`src/override_seq_regs.vh`:
```
// constants for the speed override and servo-on sequencer
`ifndef OVERRIDE_SEQ_REGS_VH
`define OVERRIDE_SEQ_REGS_VH
// clock rate and times in their own units
`define CLK_HZ 25000000
`define SON_WAIT_MIN_MS 4000
`define SON_WAIT_MAX_MS 5000
`define READY_DELAY_US 5000
`define CYCLES_PER_MS (`CLK_HZ / 1000)
`define CYCLES_PER_US (`CLK_HZ / 1000000)
// override voltage span and offset limits, millivolts, 18-bit signed
`define SPAN_MIN_MV 18'sh3d8f0
`define SPAN_MAX_MV 18'sh02710
`define OFFSET_MIN_MV 18'sh3d8f1
`define OFFSET_MAX_MV 18'sh0270f
// millivolts at a full-scale adc code
`define MV_FULL_SCALE 32'sh0000_2710
// top of the commanded speed range
`define SPEED_MAX 16'hffff
// percentage scale in hundredths of a percent
`define PCT_AT_ZERO 16'h2710
`define PCT_FULL 16'h4e20
// operating modes
`define MODE_AUTO_POINT 3'h0
`define MODE_AUTO_PROG 3'h1
`define MODE_JOG 3'h2
`define MODE_AUTO_HOME 3'h3
`define MODE_HANDWHEEL 3'h4
`define MODE_HOME_RETURN 3'h5
`define MODE_TEST 3'h6
`endif

```
`src/speed_override_and_servo_on_sequencer.v`:
```
// speed override scaling and servo-on power-up sequencing
//
// Overview of operation
// - override allowed in auto, jog, auto home
// - override ignored in handwheel, home return, test
// - select on: override applies; off: unchanged
// - override tracks input across minus/plus ten volts
// - signed millivolt offset added, clamped to 9999
// - servo-on ignored until 4 to 5 s
// - ready about 5 ms after power stage on
// - alarm clear input drops power stage
// - linear 0/100/200 percent at -10/0/+10 volts
// - override input resolved to fourteen bits
`include "override_seq_regs.vh"
`default_nettype none

module speed_override_and_servo_on_sequencer #(
  parameter ADC_BITS = 14,
  parameter WAIT_MS = (`SON_WAIT_MIN_MS + `SON_WAIT_MAX_MS) / 2,
  parameter integer WAIT_CYCLES = WAIT_MS * `CYCLES_PER_MS,
  parameter integer READY_CYCLES = `READY_DELAY_US * `CYCLES_PER_US
) (
  // clock and reset
  input wire clock_in,
  input wire rst_in,
  // override path
  input wire signed [ADC_BITS-1:0] speed_override_voltage_input_in,
  input wire override_select_input_in,
  input wire signed [14:0] override_offset_setting_in,
  input wire [2:0] operating_mode_in,
  input wire [15:0] set_speed_in,
  output reg [15:0] commanded_speed_out,
  output reg [15:0] override_percent_out,
  // sequencer
  input wire servo_on_input_in,
  input wire alarm_clear_input_in,
  output reg power_stage_on_out,
  output reg ready_out
);

  //////////////////////////////////////////////////////////////////////////
  // sequencer states and override limits

  localparam [1:0] st_wait = 2'h0;
  localparam [1:0] st_idle = 2'h1;
  localparam [1:0] st_settle = 2'h2;
  localparam [1:0] st_ready = 2'h3;

  // 18 bits hold a full-scale reading plus the largest offset
  localparam signed [17:0] offset_lo = `OFFSET_MIN_MV;
  localparam signed [17:0] offset_hi = `OFFSET_MAX_MV;
  localparam signed [17:0] span_lo = `SPAN_MIN_MV;
  localparam signed [17:0] span_hi = `SPAN_MAX_MV;

  //////////////////////////////////////////////////////////////////////////
  // decoders

  function mode_allows;
    input [2:0] mode;
    begin
      case (mode)
        `MODE_AUTO_POINT, `MODE_AUTO_PROG, `MODE_JOG, `MODE_AUTO_HOME:
          mode_allows = 1'b1;
        default: mode_allows = 1'b0;
      endcase
    end
  endfunction

  function signed [15:0] clamp_mv;
    input signed [17:0] v;
    input signed [17:0] lo;
    input signed [17:0] hi;
    begin
      if (v < lo)
        clamp_mv = lo[15:0];
      else if (v > hi)
        clamp_mv = hi[15:0];
      else
        clamp_mv = v[15:0];
    end
  endfunction

  //////////////////////////////////////////////////////////////////////////
  // override path: adc code to millivolts, offset, clamp, percent

  wire signed [31:0] adc_mv_wide;
  wire signed [17:0] adc_mv;
  wire signed [15:0] offset_mv;
  wire signed [15:0] corrected_mv;
  wire [31:0] pct_wide;
  wire [15:0] pct;
  wire [31:0] scaled_wide;
  wire signed [17:0] offset_ext;
  wire scaled_over;
  wire override_active;

  // full scale code maps to ten volts; 14 bits gives ~1.2 mV steps
  assign adc_mv_wide = (speed_override_voltage_input_in * `MV_FULL_SCALE)
    >>> (ADC_BITS - 1);
  assign adc_mv = adc_mv_wide[17:0];
  assign offset_mv = clamp_mv({{3{override_offset_setting_in[14]}},
    override_offset_setting_in}, offset_lo, offset_hi);
  assign offset_ext = {{2{offset_mv[15]}}, offset_mv};

  // clamp before scaling so the percentage never leaves 0..200
  assign corrected_mv = clamp_mv(adc_mv + offset_ext,
    span_lo, span_hi);

  // hundredths of a percent: 10000 at 0 V, one step per mV
  assign pct_wide = $signed({{16{corrected_mv[15]}}, corrected_mv})
    + $signed({16'h0000, `PCT_AT_ZERO});
  assign pct = pct_wide[15:0];
  assign scaled_wide = set_speed_in * pct / `PCT_AT_ZERO;

  // a fast set speed at up to 200 % overflows 16 bits: hold at the top
  assign scaled_over = |scaled_wide[31:16];
  assign override_active = override_select_input_in &&
    mode_allows(operating_mode_in);

  always @(posedge clock_in) begin
    if (rst_in) begin
      commanded_speed_out <= 16'h0000;
      override_percent_out <= `PCT_AT_ZERO;
    end else if (override_active) begin
      if (scaled_over) begin
        commanded_speed_out <= `SPEED_MAX;
      end else begin
        commanded_speed_out <= scaled_wide[15:0];
      end
      override_percent_out <= pct;
    end else begin
      // no change: set speed passes through unscaled
      commanded_speed_out <= set_speed_in;
      override_percent_out <= `PCT_AT_ZERO;
    end
  end

  //////////////////////////////////////////////////////////////////////////
  // power-up sequencer

  reg [1:0] state;
  reg [1:0] next_state;
  reg [31:0] count;
  reg [31:0] next_count;
  wire drive_request;
  wire wait_done;
  wire settle_done;

  // clear wins over servo-on, so a held clear keeps the stage off
  assign drive_request = servo_on_input_in && !alarm_clear_input_in;
  assign wait_done = (count >= WAIT_CYCLES - 1);
  assign settle_done = (count >= READY_CYCLES - 1);

  always @* begin
    next_state = state;
    next_count = count;
    case (state)
      st_wait: begin
        // servo-on is not looked at during the power-up wait
        if (wait_done) begin
          next_state = st_idle;
          next_count = 32'h0000_0000;
        end else begin
          next_count = count + 32'h0000_0001;
        end
      end
      st_idle: begin
        // a level held through the wait is acted on here
        if (drive_request) begin
          next_state = st_settle;
          next_count = 32'h0000_0000;
        end
      end
      st_settle: begin
        if (!drive_request) begin
          next_state = st_idle;
        end else if (settle_done) begin
          next_state = st_ready;
        end else begin
          next_count = count + 32'h0000_0001;
        end
      end
      st_ready: begin
        if (!drive_request) begin
          next_state = st_idle;
        end
      end
      default: begin
        next_state = st_wait;
        next_count = 32'h0000_0000;
      end
    endcase
  end

  always @(posedge clock_in) begin
    if (rst_in) begin
      state <= st_wait;
      count <= 32'h0000_0000;
    end else begin
      state <= next_state;
      count <= next_count;
    end
  end

  //////////////////////////////////////////////////////////////////////////
  // outputs

  // a drop returns to idle, not to the wait: the wait is power-up only
  always @* begin
    power_stage_on_out = (state == st_settle) || (state == st_ready);
    ready_out = (state == st_ready);
  end

endmodule // speed_override_and_servo_on_sequencer
`default_nettype wire

```
`config.mk`:
```
export PLATFORM = sky130hd
export DESIGN_NAME = speed_override_and_servo_on_sequencer
export DESIGN_NICKNAME = d
export VERILOG_FILES = /design/src/speed_override_and_servo_on_sequencer.v
export VERILOG_INCLUDE_DIRS = /design/src
export SDC_FILE = /design/constraint.sdc
export NUM_CORES = 1
export LEC_CHECK = 0
export BUFFER_PORTS_ARGS = -buffer_cell sky130_fd_sc_hd__buf_2
export CORE_MARGIN = 2
export CORE_UTILIZATION = 66
export CTS_BUF_LIST = sky130_fd_sc_hd__clkbuf_16
export DETAILED_ROUTE_END_ITERATION = 7
export GPL_TIMING_DRIVEN = 0
export PLACE_DENSITY = 0.84
export RECOVER_POWER = 100
export SLEW_MARGIN = 20
export SYNTH_ARGS = -nofsm -noshare
export SYNTH_HDL_FRONTEND = slang
export SYNTH_SLANG_ARGS = --single-unit
```
`constraint.sdc`:
```
create_clock -name clock_in -period 51.7 [get_ports clock_in]
set_input_delay 10.34 -clock clock_in [delete_from_list [all_inputs] [get_ports clock_in]]
set_output_delay 10.34 -clock clock_in [all_outputs]
set_load 0.02 [all_outputs]
```
* Word-level counts from Yosys, hierarchy flattened
Cells that the tools add are included.
** Storage, ports and cells
- Register bits after elaboration :: 66
- Output and inout bits :: 34
- Input bits :: 53
- Logic and storage cells :: 59
** Cells by class
- Bitwise logic cells :: 1
- Multiply operators :: 2
- Equal/unequal tests :: 12
- $add $sub $neg :: 3
- Multiplexer cells :: 18
- Divide/modulo/power cells :: 1
- Magnitude comparators :: 6
- Reductions and logical operators :: 12
** Operators by type and width (count)
- 32-bit 2-to-1 mux :: 4
- 16-bit 2-to-1 mux :: 6
- 32-bit case mux with 3 select lines :: 1
- 32-bit by 1-bit adder with 32-bit output, second input constant :: 1
- 32-bit by 14-bit divider with 32-bit output, second input constant :: 1
- 32-bit by 17-bit >= comparator with 1-bit output, second input constant :: 1
- 32-bit by 27-bit >= comparator with 1-bit output, second input constant :: 1
- 16-bit by 16-bit multiplier with 32-bit output :: 1
- 14-bit by 11-bit multiplier with 25-bit output, second input constant :: 1
- 16-bit by 16-bit adder with 17-bit output :: 1
- 17-bit by 15-bit greater-than comparator with 1-bit output, second input constant :: 1
- 17-bit by 15-bit less-than comparator with 1-bit output, second input constant :: 1
- 16-bit by 15-bit adder with 16-bit output, second input constant :: 1
- 16-bit OR reduction :: 1
- 15-bit greater-than comparator, second input constant :: 1
- 15-bit less-than comparator, second input constant :: 1
- 2-bit 2-to-1 mux :: 5
- 2-bit != test, second input constant :: 5
- 2-bit case mux with 4 select lines :: 1
- 4-bit AND reduction :: 2
- 3-bit by 2-bit == test with 1-bit output, second input constant :: 2
- 2-bit == test, second input constant :: 2
- 4-bit OR reduction :: 1
- 3-bit by 1-bit == test with 1-bit output, second input constant :: 1
- other kinds (11) :: 12

* Logic depth before layout (Yosys ltp)
Gate-level depths: netlist of the first run.
- Word-level depth :: 13
- Gate-level depth with buffers :: 134
- Gate-level depth less buffers :: 120

* Worst setup path after synthesis of the first run
OpenSTA, ideal clock, no wires.
- Path type :: input port to flip-flop
- Start point :: input port speed_override_voltage_input_in[4]
- End point :: register commanded_speed_out[0]
- Path slack :: 12.053 ns
- Data arrival time :: 39.513 ns
- Setup time :: 0.133 ns
- Path buffers :: 9
- Stages :: 124
- Data required time :: 51.567 ns
- Path through :: ha_1 > ha_1 > inv_1 > fa_1 > inv_1 > fa_1 > inv_1 > fa_1 > inv_1 > ha_1 > nor2b_1 > o21a_1 > o21a_1 > o21a_1 > o21a_1 > o21a_1 > o21a_1 > o21a_1 > [... 88 more ...] > a21oi_1 > or3_1 > and2_1 > a31o_1 > a221o_1 > and2_1 > a221o_1 > a2111oi_4 > o31ai_4 > a21boi_4 > mux2i_1 > xnor2_2 > nor4_1 > a21oi_2 > nand2_1 > mux2_1 > o41ai_1 > a311oi_1
** On the way
- Word-level cells in the longest chain between the ends :: 11
- Elaborated cells on any way between the ends :: 12
- Those cells by class :: add/sub: 2; mul: 2; div: 1; order compare: 2; mux: 4; reduce/logical: 1
** Ends and longest elaborated chain
- start, declared :: line speed_override_and_servo_on_sequencer.v:27 : input wire signed [ADC_BITS-1:0] speed_override_voltage_input_in,
- 14-bit by 11-bit multiplier with 25-bit output (no source line) *
- 16-bit by 16-bit adder with 17-bit output * :: line speed_override_and_servo_on_sequencer.v:106 : assign corrected_mv = clamp_mv(adc_mv + offset_ext,
- 17-bit by 15-bit greater-than comparator with 1-bit output :: line speed_override_and_servo_on_sequencer.v:76 : else if (v > hi)
- 16-bit 2-to-1 mux :: line speed_override_and_servo_on_sequencer.v:76
- 16-bit 2-to-1 mux * :: line speed_override_and_servo_on_sequencer.v:74 : if (v < lo)
- 16-bit by 15-bit adder with 16-bit output * :: line speed_override_and_servo_on_sequencer.v:110 : assign pct_wide = $signed({{16{corrected_mv[15]}}, corrected_mv})
- 16-bit by 16-bit multiplier with 32-bit output * :: line speed_override_and_servo_on_sequencer.v:113 : assign scaled_wide = set_speed_in * pct / `PCT_AT_ZERO;
- 32-bit by 14-bit divider with 32-bit output (no source line) *
- 16-bit OR reduction :: line speed_override_and_servo_on_sequencer.v:116 : assign scaled_over = |scaled_wide[31:16];
- 16-bit 2-to-1 mux * :: line speed_override_and_servo_on_sequencer.v:125 : if (scaled_over) begin
- 16-bit 2-to-1 mux * :: line speed_override_and_servo_on_sequencer.v:124 : end else if (override_active) begin
- end signal, assigned :: line speed_override_and_servo_on_sequencer.v:126 : commanded_speed_out <= `SPEED_MAX;
- end signal, assigned :: line speed_override_and_servo_on_sequencer.v:128 : commanded_speed_out <= scaled_wide[15:0];
- end signal, assigned :: line speed_override_and_servo_on_sequencer.v:133 : commanded_speed_out <= set_speed_in;
- end, declared :: line speed_override_and_servo_on_sequencer.v:32 : output reg [15:0] commanded_speed_out,
Mark *: on every way between the ends. The rest lies on a longest branch, timed or not.
A chain may end at the register's enable or synchronous reset.

* Worst setup path after layout of the first run
Same ends and word-level chain as after synthesis.

==> reports/results.txt, run 1 <==
Clk sink count - 66
FF-to-FF path depth - 15
NumNets Final - 3441
Most frequent CP cell - o21a_1
Peak Freq - 21.2 MHz
Kind of critical path - input pin to flop
Largest net degree at the start of global routing - 15
Wire per inst - 18.1 um
Vias in the first global route - 21100
Initial Util - 66.9%
Post-CTS sizing - 0
Placed Area - 0.0235 mm2
Cell Area, Synth - 0.0224 mm2
Final Slew Violations - 11
H-tree Lvls - 3
Number of flops mapped to enable cells by yosys - 0
P&R area growth vs syn - 5.65%
Number of fillers in the final layout - 2724
Final instance area - 0.0237 mm2
Synth top area share - 20.7%
Vias per cell - 6.31
Die X - 188 um
Dominant synthesized flop cell - dfxtp_1
Most frequent cell after synthesis - inv_1
Multi-input logic area - 0.0193 mm2
WP data required - 51.90 ns
Final Wtd Congestion - 0.982
Via count - 21500
GRT Total Usage - 34.8%
Hold_ws - 0.488 ns
Hold_buf cts - 0
Post-CTS Setup Inserts - 0
Max Root-Sink Buffers - 2
WP data arrival - 47.43 ns
Mean post-synth cell area - 7.88 um2
Placed insts - 3393
Worst-Skew Late Latency - 0.35 ns
Tcrit/Tclk final - 91.3%
Failing checks - capacitance limit, slew limit
Die Y - 188 um
Global-route wire length before repair - 103000 um
TritonCTS Buffers - 9
Area contributors post-synth - fa_1 21%, ha_1 11%, inv_1 6.3%
Cells on Worst Hold Path - 2
Final Hold Fails - 0
Crit end category - flop
Port buffer count - 84
Clock slew seen by the registers of the worst setup and hold paths - 0.06 ns
Grt ovf - 0
Layout cells sized above 1 - 6.86%
Clock Skews - 0.00613 ns
# IOs - 87
Part of the Yosys area used for sequential elements - 5.89%
Distinct cell type count after synthesis - 126
Setup violations, final - 0
Fin Setup TNS - 0 ns
Seq. cell area - 0.00132 mm2
Synthesis warning total - 0
CTS Root Buffer Type - clkbuf_16
Yosys top cell by area - fa_1
Placed wire-length estimate - 50900 um
DRT iter0 DRCs - 1806
Die Footprint - 0.0355 mm2
Max Cap Violations - 1
CTS tree - done
Status - finished, violations left
Synthesized flop and latch total - 66
TritonRoute pass-1 iters - 8
Worst rel slew slack - -21.0%
Asr flop ratio synth - 0%
Worst Setup Start Kind - input pin
Non-filler cells, final - 3410
Most frequent cells after synthesis - 376 x inv_1, 313 x nand2_1, 232 x fa_1, 200 x ha_1, 197 x nor2_1
Slew @ Worst Pin - 1.79 ns
Min cycle time layout - 47.23 ns
Crit path max fanout - 10
Routed Antenna Nets - 0
Slowest-stage cell, CP - o311ai_0
Drt drc - 0
Final wirelength - 61700 um
Crit-path max cell delay - 1.48 ns
Post-synthesis cell count - 2846
# rows - 67
Initial antenna violation count - 1
Hold Path Class - flop to flop
CORE AREA - 0.0335 mm2
Unrepaired setup endpoints after global routing - no
## sequential cells by signal, indices dropped and copies added, names as in the netlist
name                  cells
commanded_speed_out      16
count                    32
override_percent_out     16
state                     2
## cell usage in the layout, fill, tap and decap left out, types with 19 or more instances in the layout
cell type | netlist | final
inv_1 | 376 | 376
nand2_1 | 313 | 313
fa_1 | 232 | 232
ha_1 | 200 | 200
nor2_1 | 197 | 197
a21oi_1 | 135 | 136
clkbuf_1 | 73 | 109
xnor2_1 | 99 | 99
and2_1 | 98 | 92
o21ai_0 | 76 | 78
buf_2 | 23 | 72
nand3_1 | 68 | 68
dfxtp_1 | 66 | 66
xor2_1 | 62 | 62
nor3_1 | 60 | 60
o211ai_1 | 41 | 41
o21a_1 | 40 | 40
a211oi_1 | 38 | 38
nand2b_1 | 36 | 36
nor2b_1 | 35 | 35
nand4_1 | 30 | 30
o21ai_1 | 28 | 26
or3_1 | 25 | 25
mux2i_1 | 24 | 24
a21o_1 | 23 | 23
a31oi_1 | 21 | 21
and3_1 | 21 | 21
nor4_1 | 18 | 19
## critical path: cells and delay by family
kind	cells	cell delay (ns)
AOI/OAI and AO/OA	53	17.69
adders and majority gates	15	6.35
muxes	4	1.34
buffers and inverters	16	2.76
and+or+nand+nor	24	6.70
xor gates and xnor gates	7	2.19
## metrics by stage
stage	setup slack (ns)	util, %
after global placement	7.57	70.0
after detailed placement	7.12	70.0
after CTS	7.37	70.9
after global routing	2.14	70.6
after floorplan	12.05	-
final	4.47	70.6
## metal layers
| layer | wire length, um | share of wire, % | global-route usage (%) | up-vias |
|---|---|---|---|---|
| met3 | 4770 | 7.7 | 6.17 | 198 |
| met2 | 29500 | 48 | 60.1 | 939 |
| li1 | - | - | - | 10100 |
| met5 | 0 | 0 | 0.137 | - |
| met1 | 25100 | 41 | 43.5 | 10300 |
| met4 | 2440 | 3.9 | 12.8 | 0 |
## path summary, 6_finish.rpt
check                                           from  slack, ns                     end
hold reg to reg                            count[27]       0.49               count[27]
setup reg to reg                            count[0]      47.18               count[29]
setup / recovery  speed_override_voltage_input_in[4]       4.47  commanded_speed_out[0]
hold / removal                             count[27]       0.49               count[27]
## final cells by class
class,count,share of cell area (%)
Antenna cell,1,0.0106
Buffer,104,1.90
Clock buffer,9,0.951
Clock inverter,7,0.343
Inverter,376,5.96
Multi-Input combinational cell,2315,81.3
Sequential cell,66,5.58
Tap cell,448,2.37
Timing Repair Buffer,84,1.59
## kinds of logic after synthesis
| kind of cell | share of synthesized area, % |
|---|---|
| adder cells (fa/ha/maj) | 32.2 |
| multiplexers | 2.08 |
| AND/OR/NAND/NOR | 21.6 |
| buffers and inverters | 8.30 |
| XOR/XNOR | 7.02 |
| AO/OA/AOI/OAI | 22.9 |
| flip-flops | 5.89 |
| other | 0.0335 |
Power of run 1 is not shown: default switching activity piles up to over one toggle a cycle in this logic, so the estimate is an artifact.
==> inputs of run 2 (changes only) <==
--- a/config.mk
+++ b/config.mk
@@ -7,7 +7,6 @@
 export NUM_CORES = 1
 export LEC_CHECK = 0
 export BUFFER_PORTS_ARGS = -buffer_cell sky130_fd_sc_hd__buf_2
-export CORE_MARGIN = 2
 export CORE_UTILIZATION = 66
 export CTS_BUF_LIST = sky130_fd_sc_hd__clkbuf_16
 export DETAILED_ROUTE_END_ITERATION = 7
==> run 2 against run 1 <==
Compared with the run above: setup slack better by 0.12 ns; register-to-register slack worse by 0.26 ns; the flow still finishes with violations (capacitance limit, slew limit); first-iteration DRC count down 8.5%; hold slack better by 0.020 ns; largest cell class unchanged; via count down 0.27%; fmax up 0.26%; clock-buffer cell count unchanged; highest routed layer unchanged; critical path type unchanged; cell area up 0.13%; clock skew up 0.0042 ns; critical path depth up 3.
==> reports/results.txt, run 2 (synthesis gave the netlist of run 1 again) <==
Failing checks - capacitance limit, slew limit
Placed wire-length estimate - 50800 um (-0.11%)
Peak Freq - 21.2 MHz (+0.26%)
Final Hold Fails - 0 (unchanged)
# IOs - 87 (unchanged)
Port buffer count - 84 (unchanged)
Post-CTS Setup Inserts - 0 (unchanged)
WP data arrival - 47.30 ns (-0.13 ns)
Most frequent CP cell - o21a_1
Grt ovf - 0 (unchanged)
Min cycle time layout - 47.10 ns (-0.123 ns)
Slew @ Worst Pin - 1.83 ns (+0.0416 ns)
# rows - 67 (unchanged)
Max Root-Sink Buffers - 2 (unchanged)
Commonest non-fill, non-tap cell in the layout - inv_1
Kind of critical path - input pin to flop
Initial antenna violation count - 0 (-1)
Most frequent cells in the layout - 376 x inv_1, 313 x nand2_1, 232 x fa_1
Die X - 186 um (-1.1%)
Met2 track demand over resource - 61.6% (+1.5 points)
WP data required - 51.89 ns (about the same)
Max Cap Violations - 1 (unchanged)
Layout cells sized above 1 - 6.86% (unchanged)
GRT busiest layer - met2
Final Wtd Congestion - 0.986 (+0.43%)
Hold Path Class - flop to flop
CORE AREA - 0.0334 mm2 (-0.25%)
Largest net degree at the start of global routing - 14 (-1)
P&R area growth vs syn - 5.79%
Slowest-stage cell, CP - o311ai_0
Drt drc - 0 (unchanged)
Max reg flops - 32 (unchanged)
CTS Root Buffer Type - clkbuf_16
Biggest register - count
TritonCTS Buffers - 9 (unchanged)
Setup violations, final - 0 (unchanged)
Crit path max fanout - 10 (unchanged)
Vias in the first global route - 21200 (+0.16%)
Clock slew seen by the registers of the worst setup and hold paths - 0.05 ns (about the same)
Final wirelength - 61800 um (+0.18%)
Post-CTS sizing - 0 (unchanged)
Met3 usage - 6.17% (about the same)
NumNets Final - 3441 (unchanged)
Unrepaired setup endpoints after global routing - no
Wire per inst - 18.1 um (+0.21%)
Final Util - 70.9% (+0.27 points)
Via count - 21500 (-0.27%)
Fin Setup TNS - 0 ns (unchanged)
Hold_buf cts - 0 (unchanged)
Initial Util - 67.0% (+0.17 points)
Crit-path max cell delay - 1.51 ns (+0.03 ns)
Vias per cell - 6.30 (-0.24%)
Worst rel slew slack - -23.8% (-2.8 points)
Clock Skews - 0.0103 ns (+0.00421 ns)
GRT Total Usage - 35.6% (+0.87 points)
H-tree Lvls - 3 (unchanged)
Status - finished, violations left
Global-route wire length before repair - 103000 um (+0.56%)
Routed Antenna Nets - 0 (unchanged)
Non-filler cells, final - 3409 (-0.029%)
TritonRoute pass-1 iters - 5 (-3)
Tcrit/Tclk final - 91.1% (-0.24 points)
Final Slew Violations - 11 (unchanged)
DRT iter0 DRCs - 1652 (-8.5%)
Worst Setup Start Kind - input pin
Hold_ws - 0.508 ns (+0.0203 ns)
Placed insts - 3393 (unchanged)
Clk sink count - 66 (unchanged)
CTS tree - done
Worst-Skew Late Latency - 0.35 ns (about the same)
Die Y - 186 um (-1.1%)
Die Footprint - 0.0347 mm2 (-2.1%)
Crit end category - flop
Ant. Diodes - 0 (-1)
Met1 global-route usage - 44.4% (+0.91 points)
Biggest regs - count: 32 flops, commanded_speed_out: 16 flops, override_percent_out: 16 flops
-- run 2: cell types whose count changed in the layout (fill, tap and decap cells not counted), sizes merged --
cell      delta
clkbuf       -1
clkinvlp     +2
buf          +1
bufinv       +2
inv          -4
diode        -1
-- run 2: stage by stage --
step | cell area, um2 | worst slack [ns]
floorplan | 22500 | 12.05
global placement | 23500 | 7.73
detailed placement | 23500 | 7.20
CTS | 23800 | 7.35
global route | 23700 | 2.27
finish | 23700 | 4.60
-- run 2: per-layer routing --
| layer | vias up | share of wire (%) |
|---|---|---|
| met5 | - | 0 |
| met4 | 0 | 3.7 |
| met3 | 182 | 7.6 |
| met2 | 911 | 48 |
| met1 | 10300 | 41 |
| li1 | 10100 | - |
-- run 2: worst paths after layout --
check,cells past startpoint,start,endpoint,slack [ns]
setup reg to reg,15,count[0],count[31],46.92
hold reg to reg,2,count[27],count[27],0.51
hold / removal,2,count[27],count[27],0.51
setup / recovery,122,speed_override_voltage_input_in[4],commanded_speed_out[0],4.60
-- run 2: final cells by class --
type | count | area, um2
plain buffers | 104 | 449
clock buffers | 9 | 225
clock inverters | 7 | 118
fillers | 2696 | 9730
inverters | 376 | 1410
multi-input cells | 2315 | 19300
flip-flops and latches | 66 | 1320
well taps | 448 | 561
repair buffers | 84 | 377
-- run 2: worst max-delay path: cells and delay by family --
kind,cells,cell delay (ns)
AO/OA/AOI/OAI,60,19.69
XOR/XNOR,7,2.15
adder cells (fa/ha/maj),15,6.39
buffers and inverters,16,2.52
multiplexers,2,0.62
AND/OR/NAND/NOR,22,5.50
Power of run 2 is left out for the same reason.
